[src/verilog/tpg_pkg.sv]
// Shared types and constants of the test pattern generator
package tpg_pkg;

    localparam int TPG_COL_W = 12;
    localparam int TPG_ROW_W = 12;
    localparam int TPG_PIX_W = 12;
    localparam int TPG_CNT_W = 12;
    localparam logic [11:0] TPG_MASK8 = 12'h0FF;
    localparam logic [11:0] TPG_MASK12 = 12'hFFF;
    localparam logic [11:0] TPG_CNT_RST = 12'h000;
    localparam logic [11:0] TPG_IDX_RST = 12'h000;

    // Pattern selection codes
    typedef enum logic [2:0]
    {
        TPG_SEL_OFF = 3'h0,
        TPG_SEL_P1 = 3'h1,
        TPG_SEL_P2 = 3'h2,
        TPG_SEL_P3 = 3'h3,
        TPG_SEL_P4 = 3'h4,
        TPG_SEL_P5 = 3'h5
    } tpg_sel_type;

    // Pixel beat on a stream
    typedef struct packed {
        logic valid;
        logic sof;
        logic eol;
        logic [11:0] data;
    } tpg_pix_type;

    // Frame position state, one-hot
    typedef enum logic [1:0]
    {
        TPG_ST_IDLE = 2'b01,
        TPG_ST_RUN = 2'b10
    } tpg_st_type;

    typedef struct packed {
        tpg_st_type st;
        logic [11:0] col;
        logic [11:0] row;
        logic [11:0] cnt;
        logic frameSeen;
        tpg_pix_type procOut;
        tpg_pix_type bypOut;
        logic bypSel;
    } tpg_state_type;

endpackage : tpg_pkg

[src/verilog/tpg_test_pattern_generator.sv]
// Test pattern generator placed ahead of the digital pixel chain
//
// Operation
// [RL1] A selector holds off or one of five pattern codes; off passes the sensor image.
// [RL2] With a pattern selected, pixel values come from internal logic, not the sensor path.
// [RL3] With a pattern selected, analog gain, black level and exposure cannot affect pixels.
// [RL4] Patterns 1 to 3 go around the digital processing stages on a bypass output.
// [RL5] Patterns 4 and 5 are fed into the digital processing stages.
// [RL6] Pattern 1 is (column + row) modulo 256, fixed.
// [RL7] Pattern 2 is (column + row + frame counter) modulo 256.
// [RL8] The frame counter steps by one at each newly started acquisition.
// [RL9] Pattern 3 is (column + row + frame counter) modulo 4096.
// [RL10] Pattern 4 is the pattern 2 gradient sent through the processing stages.
// [RL11] Pattern 5 is the pattern 3 gradient sent through the processing stages.
// [RL12] The frame counter is 12 bits wide and wraps silently.
// [RL13] Row and column restart at zero on the first pixel of each frame.
`timescale 1ns/10ps
`default_nettype none

module tpg_test_pattern_generator
    import tpg_pkg::*;
(
    input wire logic sys_clk,
    input wire logic rst,
    input wire logic [2:0] patternSelect,
    input wire logic acqStart,
    input wire tpg_pix_type sensorIn,
    output tpg_pix_type procOut,
    output tpg_pix_type bypassOut,
    output logic bypassSel
);

    tpg_state_type state_r;
    tpg_state_type state_nxt;

    // ------------------------------------------------------------
    // Pattern arithmetic
    // ------------------------------------------------------------
    logic [11:0] sumFixed;
    logic [11:0] sumMove;
    logic [11:0] colNow;
    logic [11:0] rowNow;
    logic [11:0] genPix;
    logic genOn;
    logic genByp;

    always_comb
    begin
        state_nxt = state_r;
        // [RL13] Index restart
        colNow = sensorIn.sof ? TPG_IDX_RST : state_r.col;
        rowNow = sensorIn.sof ? TPG_IDX_RST : state_r.row;
        sumFixed = colNow + rowNow;
        // Counter value before any step this cycle, so a start beside a beat is safe
        sumMove = sumFixed + state_r.cnt;
        genOn = 1'b1;
        genByp = 1'b0;
        genPix = 12'h000;
        // Spare codes decode as off rather than as a sixth pattern
        unique case (patternSelect)
            // [RL6] Fixed gradient
            TPG_SEL_P1:
            begin
                genPix = sumFixed & TPG_MASK8;
                genByp = 1'b1;
            end
            // [RL7] Moving 8 bit
            TPG_SEL_P2:
            begin
                genPix = sumMove & TPG_MASK8;
                genByp = 1'b1;
            end
            // [RL9] Moving 12 bit
            TPG_SEL_P3:
            begin
                genPix = sumMove & TPG_MASK12;
                genByp = 1'b1;
            end
            // [RL10] Processed 8 bit
            TPG_SEL_P4:
            begin
                genPix = sumMove & TPG_MASK8;
            end
            // [RL11] Processed 12 bit
            TPG_SEL_P5:
            begin
                genPix = sumMove & TPG_MASK12;
            end
            default:
            begin
                genOn = 1'b0;
            end
        endcase

        // [RL8] Counter per acquisition
        if (acqStart)
        begin
            // [RL12] Silent wrap
            state_nxt.cnt = state_r.cnt + 12'h001;
        end

        if (sensorIn.valid)
        begin
            state_nxt.st = TPG_ST_RUN;
            if (sensorIn.sof)
            begin
                state_nxt.frameSeen = 1'b1;
            end
            if (sensorIn.eol)
            begin
                state_nxt.col = TPG_IDX_RST;
                state_nxt.row = rowNow + 12'h001;
            end
            else
            begin
                state_nxt.col = colNow + 12'h001;
                state_nxt.row = rowNow;
            end
        end

        // [RL1] Source selection
        state_nxt.procOut = sensorIn;
        state_nxt.bypOut = '0;
        state_nxt.bypSel = 1'b0;
        if (genOn)
        begin
            // [RL2] Internal pixel source
            // [RL3] Analog path unused
            if (genByp)
            begin
                // [RL4] Around processing
                state_nxt.procOut = '0;
                state_nxt.bypOut = sensorIn;
                state_nxt.bypOut.data = genPix;
                state_nxt.bypSel = 1'b1;
            end
            else
            begin
                // [RL5] Through processing
                state_nxt.procOut.data = genPix;
            end
        end
    end

    // ------------------------------------------------------------
    // State register
    // ------------------------------------------------------------
    // Every output leaves this register, so latency is one cycle in every mode
    always_ff @(posedge sys_clk or posedge rst)
    begin
        if (rst)
        begin
            state_r.st <= TPG_ST_IDLE;
            state_r.col <= TPG_IDX_RST;
            state_r.row <= TPG_IDX_RST;
            state_r.cnt <= TPG_CNT_RST;
            state_r.frameSeen <= 1'b0;
            state_r.procOut <= '0;
            state_r.bypOut <= '0;
            state_r.bypSel <= 1'b0;
        end
        else
        begin
            state_r <= state_nxt;
        end
    end

    assign procOut = state_r.procOut;
    assign bypassOut = state_r.bypOut;
    assign bypassSel = state_r.bypSel;
endmodule : tpg_test_pattern_generator

`default_nettype wire

[config.mk]
export PLATFORM = sky130hd
export DESIGN_NAME = tpg_test_pattern_generator
export DESIGN_NICKNAME = d
export VERILOG_FILES = /design/src/verilog/tpg_pkg.sv /design/src/verilog/tpg_test_pattern_generator.sv
export SDC_FILE = /design/constraint.sdc
export NUM_CORES = 1
export LEC_CHECK = 0
export BUFFER_PORTS_ARGS = -buffer_cell sky130_fd_sc_hd__buf_2
export CORE_ASPECT_RATIO = 0.5
export CORE_MARGIN = 3
export CORE_UTILIZATION = 50
export DETAILED_ROUTE_END_ITERATION = 8
export PLACE_DENSITY = 0.82
export SLEW_MARGIN = 20
export SYNTH_ARGS = -nofsm -noshare
export SYNTH_HDL_FRONTEND = slang
export SYNTH_SLANG_ARGS = --single-unit
[constraint.sdc]
create_clock -name sys_clk -period 6.6 [get_ports sys_clk]
set_input_delay 1.65 -clock sys_clk [delete_from_list [all_inputs] [get_ports sys_clk]]
set_output_delay 1.65 -clock sys_clk [all_outputs]
set_load 0.05 [all_outputs]
==> impl_metrics.yaml, run 1 <==
final_layout:
  ff_latch_area_sq_um: 1680
  stdcell_area_sq_um: 4680
  fin_util_pct: 57.5
  final_cell_mix: "67 x dfrtp_1, 51 x buf_2, 43 x nor2_1, 36 x nand2_1, 30 x a21oi_1"
  fillers: 662
  multi_input_area_sq_um: 2210
  num_antenna_cells: 0
  syn2layout_area_growth_pct: 9.67
  layout-drive-gt1-share_pct: 15.4
  final_nets: 535
  layout_commonest_cell: "dfrtp_1"
synthesis:
  synth_compound_area_share_pct: 13.9
  ys_seq_area_share_pct: 39.3
  synth-seq-cells: 67
  synth-simple-area-share_pct: 18.7
  syn-num-nets: 518
  syn_avg_cell_area_sq_um: 9.06
  synthAdderAreaFrac_pct: 7.80
  ys.flop_type: "dfrtp_1"
  synthArstFlopShare_pct: 100
  ys.warnings.count: 0
  synth_area_sq_um: 4270
  synth_cells: 471
  synth_top_family_by_area: "simple AND/OR/NAND/NOR gates"
  synth_cell_types: 52
  synthXorXnorAreaFrac_pct: 9.23
  synth-edff-count: 0
  synthMuxAreaShare_pct: 2.14
critical_path:
  crit_path_end_kind: "flop"
  cp_max_fo: 13
  critPathKind: "in -> reg"
  start_kind: "input port"
  crit_required_ns: 6.81
  worstPathArrival_ns: 5.31
power:
  peakVddDrop_v: 0.000176
  leakage_nw: 2.28
  pwr_density_cell_nw_per_um2: 281
  total_power_mw: 1.32
sta:
  finalMaxSlewViolations: 0
  max_freq_ghz: 0.196
  min_period_ns: 5.10
  finalSetupViolations: 0
  rsz0062_at_grt: "false"
  hold_violations: 0
  tns_ns: 0
  min_period_over_period_pct: 77.3
  tightestPinTransition_ns: 0.822
  relSlewSlack_pct: 45.2
  finClkSkew_ns: 0.00379
hold_path:
  hp-class: "reg -> reg"
clock_network:
  cts_setup_buffers: 0
  ctsLongestPathBuffers: 2
  cts_hold_buf: 0
  cts_htree_levels: 3
  path_clk_slew_ns: 0.05
  clockRootBuffer: "clkbuf_16"
  cts-resized-gates: 0
  clock_sinks: 67
  clock_latency_ns: 0.33
  numCtsBuffers: 9
  cts_tree: "done"
detailed_routing:
  vias_per_cell: 5.50
  drt.antenna.violating_nets: 0
  wl_um: 8930
  num_vias: 3324
  first_iter_violations: 243
  drc: 0
  wl_per_cell_um: 14.8
  drtPass1Iterations: 5
global_routing:
  grt_pass1_vias: 3175
  grt.total_usage_pct: 19.4
  antenna_found_initial: 0
  grt_max_degree: 68
  grt_pass1_wl_um: 15100
  gr-total-overflow: 0
die:
  die_area_sq_um: 9750
  dieWidth_um: 137
  coreArea_sq_um: 8140
  ios: 52
  initial_core_util_pct: 52.4
  rows: 23
  die_h_um: 71.3
place:
  port_buffers: 51
  post-dp-hpwl_um: 6310
  placed_area_sq_um: 4390
  place.gp.congestion: 0.854
run_status:
  outcome: "completed"
flow_run:
  maxCapViolCount: 0
==> layer usage <==
metal,GRT usage (%),share of wire (%),vias to the layer above
met5,0,0,-
li1,-,-,1632
met4,7.71,1.6,0
met3,4.56,6.5,12
met2,31.0,47,118
met1,25.6,45,1562
==> registers in the layout (all words and copies together), names as in the netlist <==
name,count
state_r,36
bypassSel,1
bypassOut,15
procOut,15
==> where the power goes <==
group	internal, mW	switching (mW)	total (mW)
logic	0.115	0.227	0.341
registers	0.459	0.0430	0.502
clock network	0.310	0.161	0.471
==> path summary, 6_finish.rpt <==
check / startpoint / to / slack (ns) / depth (start not counted)
min reg2reg: state_r[43] / state_r[43] / 0.50 / 1
min: state_r[43] / state_r[43] / 0.50 / 1
max in group asynchronous: rst / state_r[56] / 4.49 / 3
min in group asynchronous: rst / procOut[0] / 1.58 / 3
max reg2reg: state_r[44] / procOut[11] / 2.61 / 15
max: sensorIn[13] / procOut[11] / 1.50 / 16
==> synthesized netlist by cell type (2+ instances only) <==
cell type  count  area, sq um
dfrtp_1       67         1680
nor2_1        43          161
nand2_1       36          135
a21oi_1       30          150
buf_4         30          225
ha_1          25          313
xnor2_1       25          219
nor2b_1       23          144
o21ai_0       22          110
inv_1         21         78.8
xor2_1        20          175
clkbuf_1      17         63.8
nand3_1       16         80.1
o22ai_1       14         87.6
mux2i_1        8         80.1
and3_1         7         43.8
nor3_1         7         35.0
nand4_1        6         37.5
a21o_1         5         37.5
nand2b_1       5         31.3
nor3b_1        4         30.0
a22oi_1        3         22.5
a31oi_1        3         18.8
o31ai_1        3         22.5
and2_1         2         12.5
nor4_1         2         12.5
o21ai_1        2         10.0
==> kinds of logic after synthesis <==
| group | after synthesis |
|---|---|
| AOI/OAI and AO/OA | 95 |
| xor gates and xnor gates | 45 |
| adders and majority gates | 26 |
| buffers and inverters | 70 |
| DFF | 67 |
| muxes | 9 |
| and+or+nand+nor | 159 |
==> worst max-delay path, cell delays in order <==
cell	delay [ns]
buf_2	0.18
nor2_1	0.22
ha_1	0.21
ha_1	0.15
a21oi_1	0.06
o41ai_1	0.53
a221o_1	0.29
xor2_1	0.25
ha_1	0.33
a2111o_1	0.42
o21ai_1	0.20
o21ai_0	0.18
a21o_1	0.22
a21oi_1	0.17
xnor2_1	0.16
o21ai_1	0.09
==> per-stage QoR <==
step / setup WS, ns / hold slack, ns / cells
6_report: 1.50 / 0.504 / 604
4_1_cts: 1.50 / 0.502 / 604
3_5_place_dp: 1.21 / 0.491 / 589
5_1_grt: 1.26 / 0.515 / 604
2_1_floorplan: 1.22 / 0.462 / 471
3_3_place_gp: 1.31 / 0.481 / 589
==> area by class of cell <==
| cell class | count | area share [%] |
|---|---|---|
| multi-input cells | 334 | 47.2 |
| flip-flops and latches | 67 | 35.8 |
| repair buffers | 54 | 5.93 |
| clock buffers | 13 | 5.56 |
| well taps | 112 | 2.99 |
| inverters | 22 | 1.76 |
| clock inverters | 2 | 0.748 |
No activity file was read; power rests on OpenSTA's default activity.
==> run 2, diff against run 1 <==
Settings changed: ABC_AREA from default to 1, PLACE_DENSITY 0.82 to 0.85.
Clock period 6.6 ns to 4.1 ns, I/O delays scaled along.
==> run 2 against run 1 <==
Hold slack better by 0.027 ns. Highest routed layer unchanged. Synthesized cell count is 20% higher. Power increased by 60%. Combinational power rose by 49%. Count of clock-buffer cells in the layout down 2. Critical endpoint unchanged. Setup slack got worse by 1.1 ns. Sequential share of layout area shrank 1.6 points. Sequential power up 58%. Core utilization up 1.6 points. Global-route usage up 0.57 points. Largest cell class unchanged.
==> impl_metrics.yaml, run 2 <==
run_status:
  outcome: "completed"
synthesis:
  synth_cells: 566
  synth_top_cell_by_area: "dfrtp_1"
  netlist_top_cells_count: "118 x nand2_1, 73 x inv_1, 67 x dfrtp_1, 54 x nor2_1, 39 x nand3_1"
  synth_cell_types: 39
  synth_area_leaders: "dfrtp_1 38%, nand2_1 10%, ha_1 7.1%, inv_1 6.2%, xor2_1 5.9%"
  syn_avg_cell_area_sq_um: 7.81
  synthArstFlopShare_pct: 100
  syn-num-nets: 613
  synth_most_common_cell: "nand2_1"
  ys.flop_type: "dfrtp_1"
  synth_top_family_by_area: "simple AND/OR/NAND/NOR gates"
  synth-edff-count: 0
  synth_area_sq_um: 4420
  synthAdderAreaFrac_pct: 7.52
  synth-simple-area-share_pct: 26.4
  synth-seq-cells: 67
  synth_compound_area_share_pct: 8.85
  ys.warnings.count: 0
  synthXorXnorAreaFrac_pct: 6.73
  netlist.area_leader.share_pct: 37.9
  ys_seq_area_share_pct: 37.9
  synthMuxAreaShare_pct: 0
sta:
  hold_violations: 0
  rsz0062_at_grt: "false"
  min_period_over_period_pct: 89.8
  layout_setup_ws_ns: 0.420
  max_freq_ghz: 0.272
  finalSetupViolations: 0
  whs_ns: 0.532
  finalMaxSlewViolations: 0
  min_period_ns: 3.68
  relSlewSlack_pct: 33.0
  tightestPinTransition_ns: 1.00
  tns_ns: 0
  finClkSkew_ns: 0.00747
critical_path:
  start_kind: "input port"
  slowest_stage: "ha_1"
  crit_family: "simple AND/OR/NAND/NOR gates"
  critical_path.most_common_cell: "nand3_1"
  crit_required_ns: 4.34
  ff2ff_setup_slack_ns: 0.98
  slowest_delay_ns: 0.34
  rr_endpoint: "procOut[5]"
  cp-endpoint: "procOut[11]"
  r2r_cells: 19
  critPathKind: "in -> reg"
  regToRegStartpoint: "state_r[57]"
  cp_max_fo: 17
  worstPathArrival_ns: 3.92
  path_depth: 18
  path_buf_inv: 3
  critical_path.cell_chain: "buf_2 -> buf_4 -> nor2_1 -> ha_1 -> a21oi_1 -> o21ai_1 -> inv_1 -> nand3_1 -> and2_1 -> ha_1 -> nand2_1 -> nor2_1 -> nand2_1 -> nand3_1 -> a21oi_1 -> nand3_1 -> nand3_1 -> nand2_1"
  crit_path_end_kind: "flop"
  crit_start: "sensorIn[13]"
die:
  ios: 52
  coreArea_sq_um: 8290
  die_area_sq_um: 10100
  rows: 23
  die_h_um: 72.5
  dieWidth_um: 139
  initial_core_util_pct: 53.4
power:
  peakVddDrop_v: 0.000314
  pwr_density_cell_nw_per_um2: 430
  leakage_nw: 2.67
  total_power_mw: 2.11
place:
  placed_area_sq_um: 4590
  place_ws_ns: 0.143
  place.gp.congestion: 0.906
  post-dp-hpwl_um: 7060
  dp_cells: 697
  port_buffers: 51
detailed_routing:
  drc: 0
  wl_per_cell_um: 13.5
  num_vias: 3679
  first_iter_violations: 285
  vias_per_cell: 5.16
  wl_um: 9650
  drt.antenna.violating_nets: 0
  drtPass1Iterations: 5
clock_network:
  cts_tree: "done"
  clockRootBuffer: "clkbuf_16"
  cts_hold_buf: 0
  cts-resized-gates: 0
  ctsLongestPathBuffers: 2
  clock_sinks: 67
  path_clk_slew_ns: 0.06
  numCtsBuffers: 9
  clock_latency_ns: 0.34
  cts_setup_buffers: 0
  cts_htree_levels: 3
final_layout:
  largest_reg_flops: 36
  fillers: 696
  multi_input_area_sq_um: 2190
  layout.cells.non_filler: 713
  final_nets: 643
  num_antenna_cells: 0
  stdcell_area_sq_um: 4900
  ff_latch_area_sq_um: 1680
  top_register: "state_r"
  layout_commonest_cell: "nand2_1"
  fin_util_pct: 59.1
  final_cell_mix: "118 x nand2_1, 72 x inv_1, 67 x dfrtp_1, 54 x nor2_1, 51 x buf_2"
  layout-drive-gt1-share_pct: 17.0
  syn2layout_area_growth_pct: 10.8
global_routing:
  grt_pass1_wl_um: 16100
  antenna_found_initial: 0
  grt_max_degree: 50
  grt.total_usage_pct: 19.9
  grt_pass1_vias: 3511
  gr-total-overflow: 0
flow_run:
  maxCapViolCount: 0
hold_path:
  hp-class: "reg -> reg"
run 2: changes by cell type after synthesis, sizes merged, moves of 7 or more:
cell    change
nand3      +27
nor2b      -24
inv        +55
clkbuf     -14
nand2      +90
nor2       +16
o22ai       -7
mux2i       -8
xor2       +10
xnor2      -21
run 2: layout make-up:
| cell class | instances | area share [%] |
|---|---|---|
| clock buffers | 11 | 5.16 |
| clock inverters | 5 | 1.25 |
| inverters | 76 | 5.82 |
| well taps | 112 | 2.86 |
| flip-flops and latches | 67 | 34.2 |
| multi-input cells | 386 | 44.7 |
| repair buffers | 56 | 5.97 |
run 2: how the worst min path moves through the flow:
| stage | end | from | cells past startpoint | slack, ns |
|---|---|---|---|---|
| floorplan | state_r[42] | state_r[42] | 1 | 0.47 |
| global route | state_r[41] | state_r[41] | 1 | 0.54 |
| global placement | state_r[42] | state_r[42] | 1 | 0.49 |
| CTS | state_r[41] | state_r[41] | 1 | 0.53 |
| finish | state_r[41] | state_r[41] | 1 | 0.53 |
| detailed placement | state_r[41] | state_r[41] | 1 | 0.52 |
run 2: power by group:
part	internal (mW)	switching [mW]	total [mW]
sequential	0.737	0.0581	0.795
clock	0.505	0.296	0.801
combinational	0.148	0.361	0.509
total	1.39	0.715	2.11
run 2: metal layers:
layer / vias to the layer above / wire [um] / GRT usage [%]
met5: - / 0 / 0
met2: 115 / 4280 / 32.3
met3: 16 / 654 / 6.39
met1: 1699 / 4530 / 25.7
li1: 1849 / - / -
met4: 0 / 184 / 6.62
run 2: cell families (layout without fill, tap and decap cells):
| logic type | Yosys count | count (layout) |
|---|---|---|
| AND/OR/NAND/NOR | 257 | 257 |
| flip-flops | 67 | 67 |
| buffers and inverters | 113 | 148 |
| adder cells (fa/ha/maj) | 26 | 26 |
| AO/OA/AOI/OAI | 69 | 69 |
| XOR/XNOR | 34 | 34 |
==> run 3, diff against run 2 <==
Settings changed: CORE_UTILIZATION 50 to 43, PLACE_DENSITY 0.85 to 0.76.
==> run 3 against run 2 <==
Non-clock buffer count up 1. Critical path type unchanged. Highest routed layer unchanged. Sequential power about the same. Critical path depth up 1. Largest power group unchanged. Via count down 1.3%. Hold slack worse by 0.017 ns. Clock skew up 0.0021 ns.
==> impl_metrics.yaml, run 3 (synthesis gave the netlist of run 2 again) <==
critical_path:
  regToRegStartpoint: "state_r[57]"
  cp-endpoint: "procOut[6]"
  crit_required_ns: 4.36
  critPathKind: "in -> reg"
  r2r_cells: 19
  ff2ff_setup_slack_ns: 1.03
  crit_path_end_kind: "flop"
  worstPathArrival_ns: 3.94
  crit_start: "sensorIn[13]"
  cp_max_fo: 15
  start_kind: "input port"
  rr_endpoint: "procOut[11]"
detailed_routing:
  drc: 0
  wl_um: 9600
  drt.antenna.violating_nets: 0
  drtPass1Iterations: 4
  vias_per_cell: 4.93
  wl_per_cell_um: 13.0
  num_vias: 3632
  first_iter_violations: 256
die:
  rows: 25
  dieWidth_um: 149
  coreArea_sq_um: 9730
  die_h_um: 77.7
  ios: 52
  initial_core_util_pct: 45.5
  die_area_sq_um: 11600
sta:
  max_freq_ghz: 0.272
  finClkSkew_ns: 0.00953
  min_period_ns: 3.68
  hold_violations: 0
  tns_ns: 0
  relSlewSlack_pct: 37.2
  min_period_over_period_pct: 89.7
  layout_setup_ws_ns: 0.424
  tightestPinTransition_ns: 0.939
  finalSetupViolations: 0
  rsz0062_at_grt: "false"
  finalMaxSlewViolations: 0
global_routing:
  grt_pass1_wl_um: 16200
  antenna_found_initial: 0
  grt_max_degree: 39
  grt_pass1_vias: 3388
  grt.total_usage_pct: 17.5
  gr-total-overflow: 0
clock_network:
  path_clk_slew_ns: 0.06
  clockRootBuffer: "clkbuf_16"
  cts_tree: "done"
  cts_htree_levels: 3
  cts_hold_buf: 0
  clock_latency_ns: 0.34
  ctsLongestPathBuffers: 2
  cts-resized-gates: 0
  cts_setup_buffers: 0
  clock_sinks: 67
  numCtsBuffers: 9
final_layout:
  layout_commonest_cell: "nand2_1"
  top_register: "state_r"
  num_antenna_cells: 0
  final_cell_mix: "118 x nand2_1, 72 x inv_1, 67 x dfrtp_1, 54 x nor2_1, 51 x buf_2"
  stdcell_area_sq_um: 4960
  final_nets: 644
  syn2layout_area_growth_pct: 12.2
  largest_reg_flops: 36
  layout-drive-gt1-share_pct: 17.1
place:
  place.gp.congestion: 0.905
  post-dp-hpwl_um: 7240
  port_buffers: 51
  place_ws_ns: 0.109
  placed_area_sq_um: 4620
power:
  pwr_density_cell_nw_per_um2: 437
  leakage_nw: 2.68
  total_power_mw: 2.17
  peakVddDrop_v: 0.000217
hold_path:
  hp-class: "reg -> reg"
  hold_path_depth: 1
run_status:
  outcome: "completed"
flow_run:
  maxCapViolCount: 0
run 3: cell count changes in the layout (fill, tap and decap cells not counted):
cell and delta:
clkinvlp_4 +1, bufinv_16 +2, clkinv_4 -2, buf_4 +1, clkbuf_8 -2, clkinv_2 +1
run 3: power by group:
group | leakage (nW) | switching [mW] | internal, mW
combinational | 1.64 | 0.347 | 0.146
clock | 0.165 | 0.287 | 0.592
sequential | 0.875 | 0.0595 | 0.737
run 3: worst max-delay path: stages:
cell	delay, ns
buf_2	0.21
inv_2	0.17
nand2_2	0.14
inv_1	0.10
ha_1	0.33
nand3_1	0.09
nand2_1	0.07
inv_1	0.04
o21ai_2	0.09
xor2_1	0.25
ha_1	0.34
a21oi_1	0.21
nand2_1	0.12
a21oi_1	0.21
xor2_1	0.08
or2_2	0.28
nand2_1	0.07
nand2_1	0.04
nand2_1	0.06
run 3: layout make-up:
cell class / count / area [sq um]
well taps: 135 / 169
inverters: 76 / 285
clock inverters: 7 / 116
clock buffers: 9 / 225
multi-input cells: 386 / 2190
flip-flops and latches: 67 / 1680
fillers: 882 / 4760
repair buffers: 57 / 300
run 3: how the worst min path moves through the flow:
stage                             end   startpoint  slack (ns)
after global routing      state_r[42]  state_r[42]        0.53
final                     state_r[42]  state_r[42]        0.51
after floorplan           state_r[42]  state_r[42]        0.47
after global placement    state_r[42]  state_r[42]        0.49
after CTS                 state_r[42]  state_r[42]        0.51
after detailed placement  state_r[42]  state_r[42]        0.50
run 3: metal layers:
| layer | GRT usage (%) | vias to the layer above | part of all wire (%) | wire length (um) |
|---|---|---|---|---|
| li1 | - | 1842 | - | - |
| met1 | 23.6 | 1697 | 48 | 4630 |
| met2 | 27.7 | 83 | 46 | 4380 |
| met3 | 4.49 | 10 | 5.0 | 482 |
| met4 | 5.11 | 0 | 1.1 | 110 |
| met5 | 0 | - | 0 | 0 |
run 3: per-stage QoR:
step           util [%]  instances  hold slack [ns]
5_1_grt            51.0        737            0.526
3_3_place_gp       47.5        721            0.491
4_1_cts            51.0        737            0.510
3_5_place_dp       47.5        721            0.500
6_report           51.0        737            0.515
2_1_floorplan         -        566            0.473
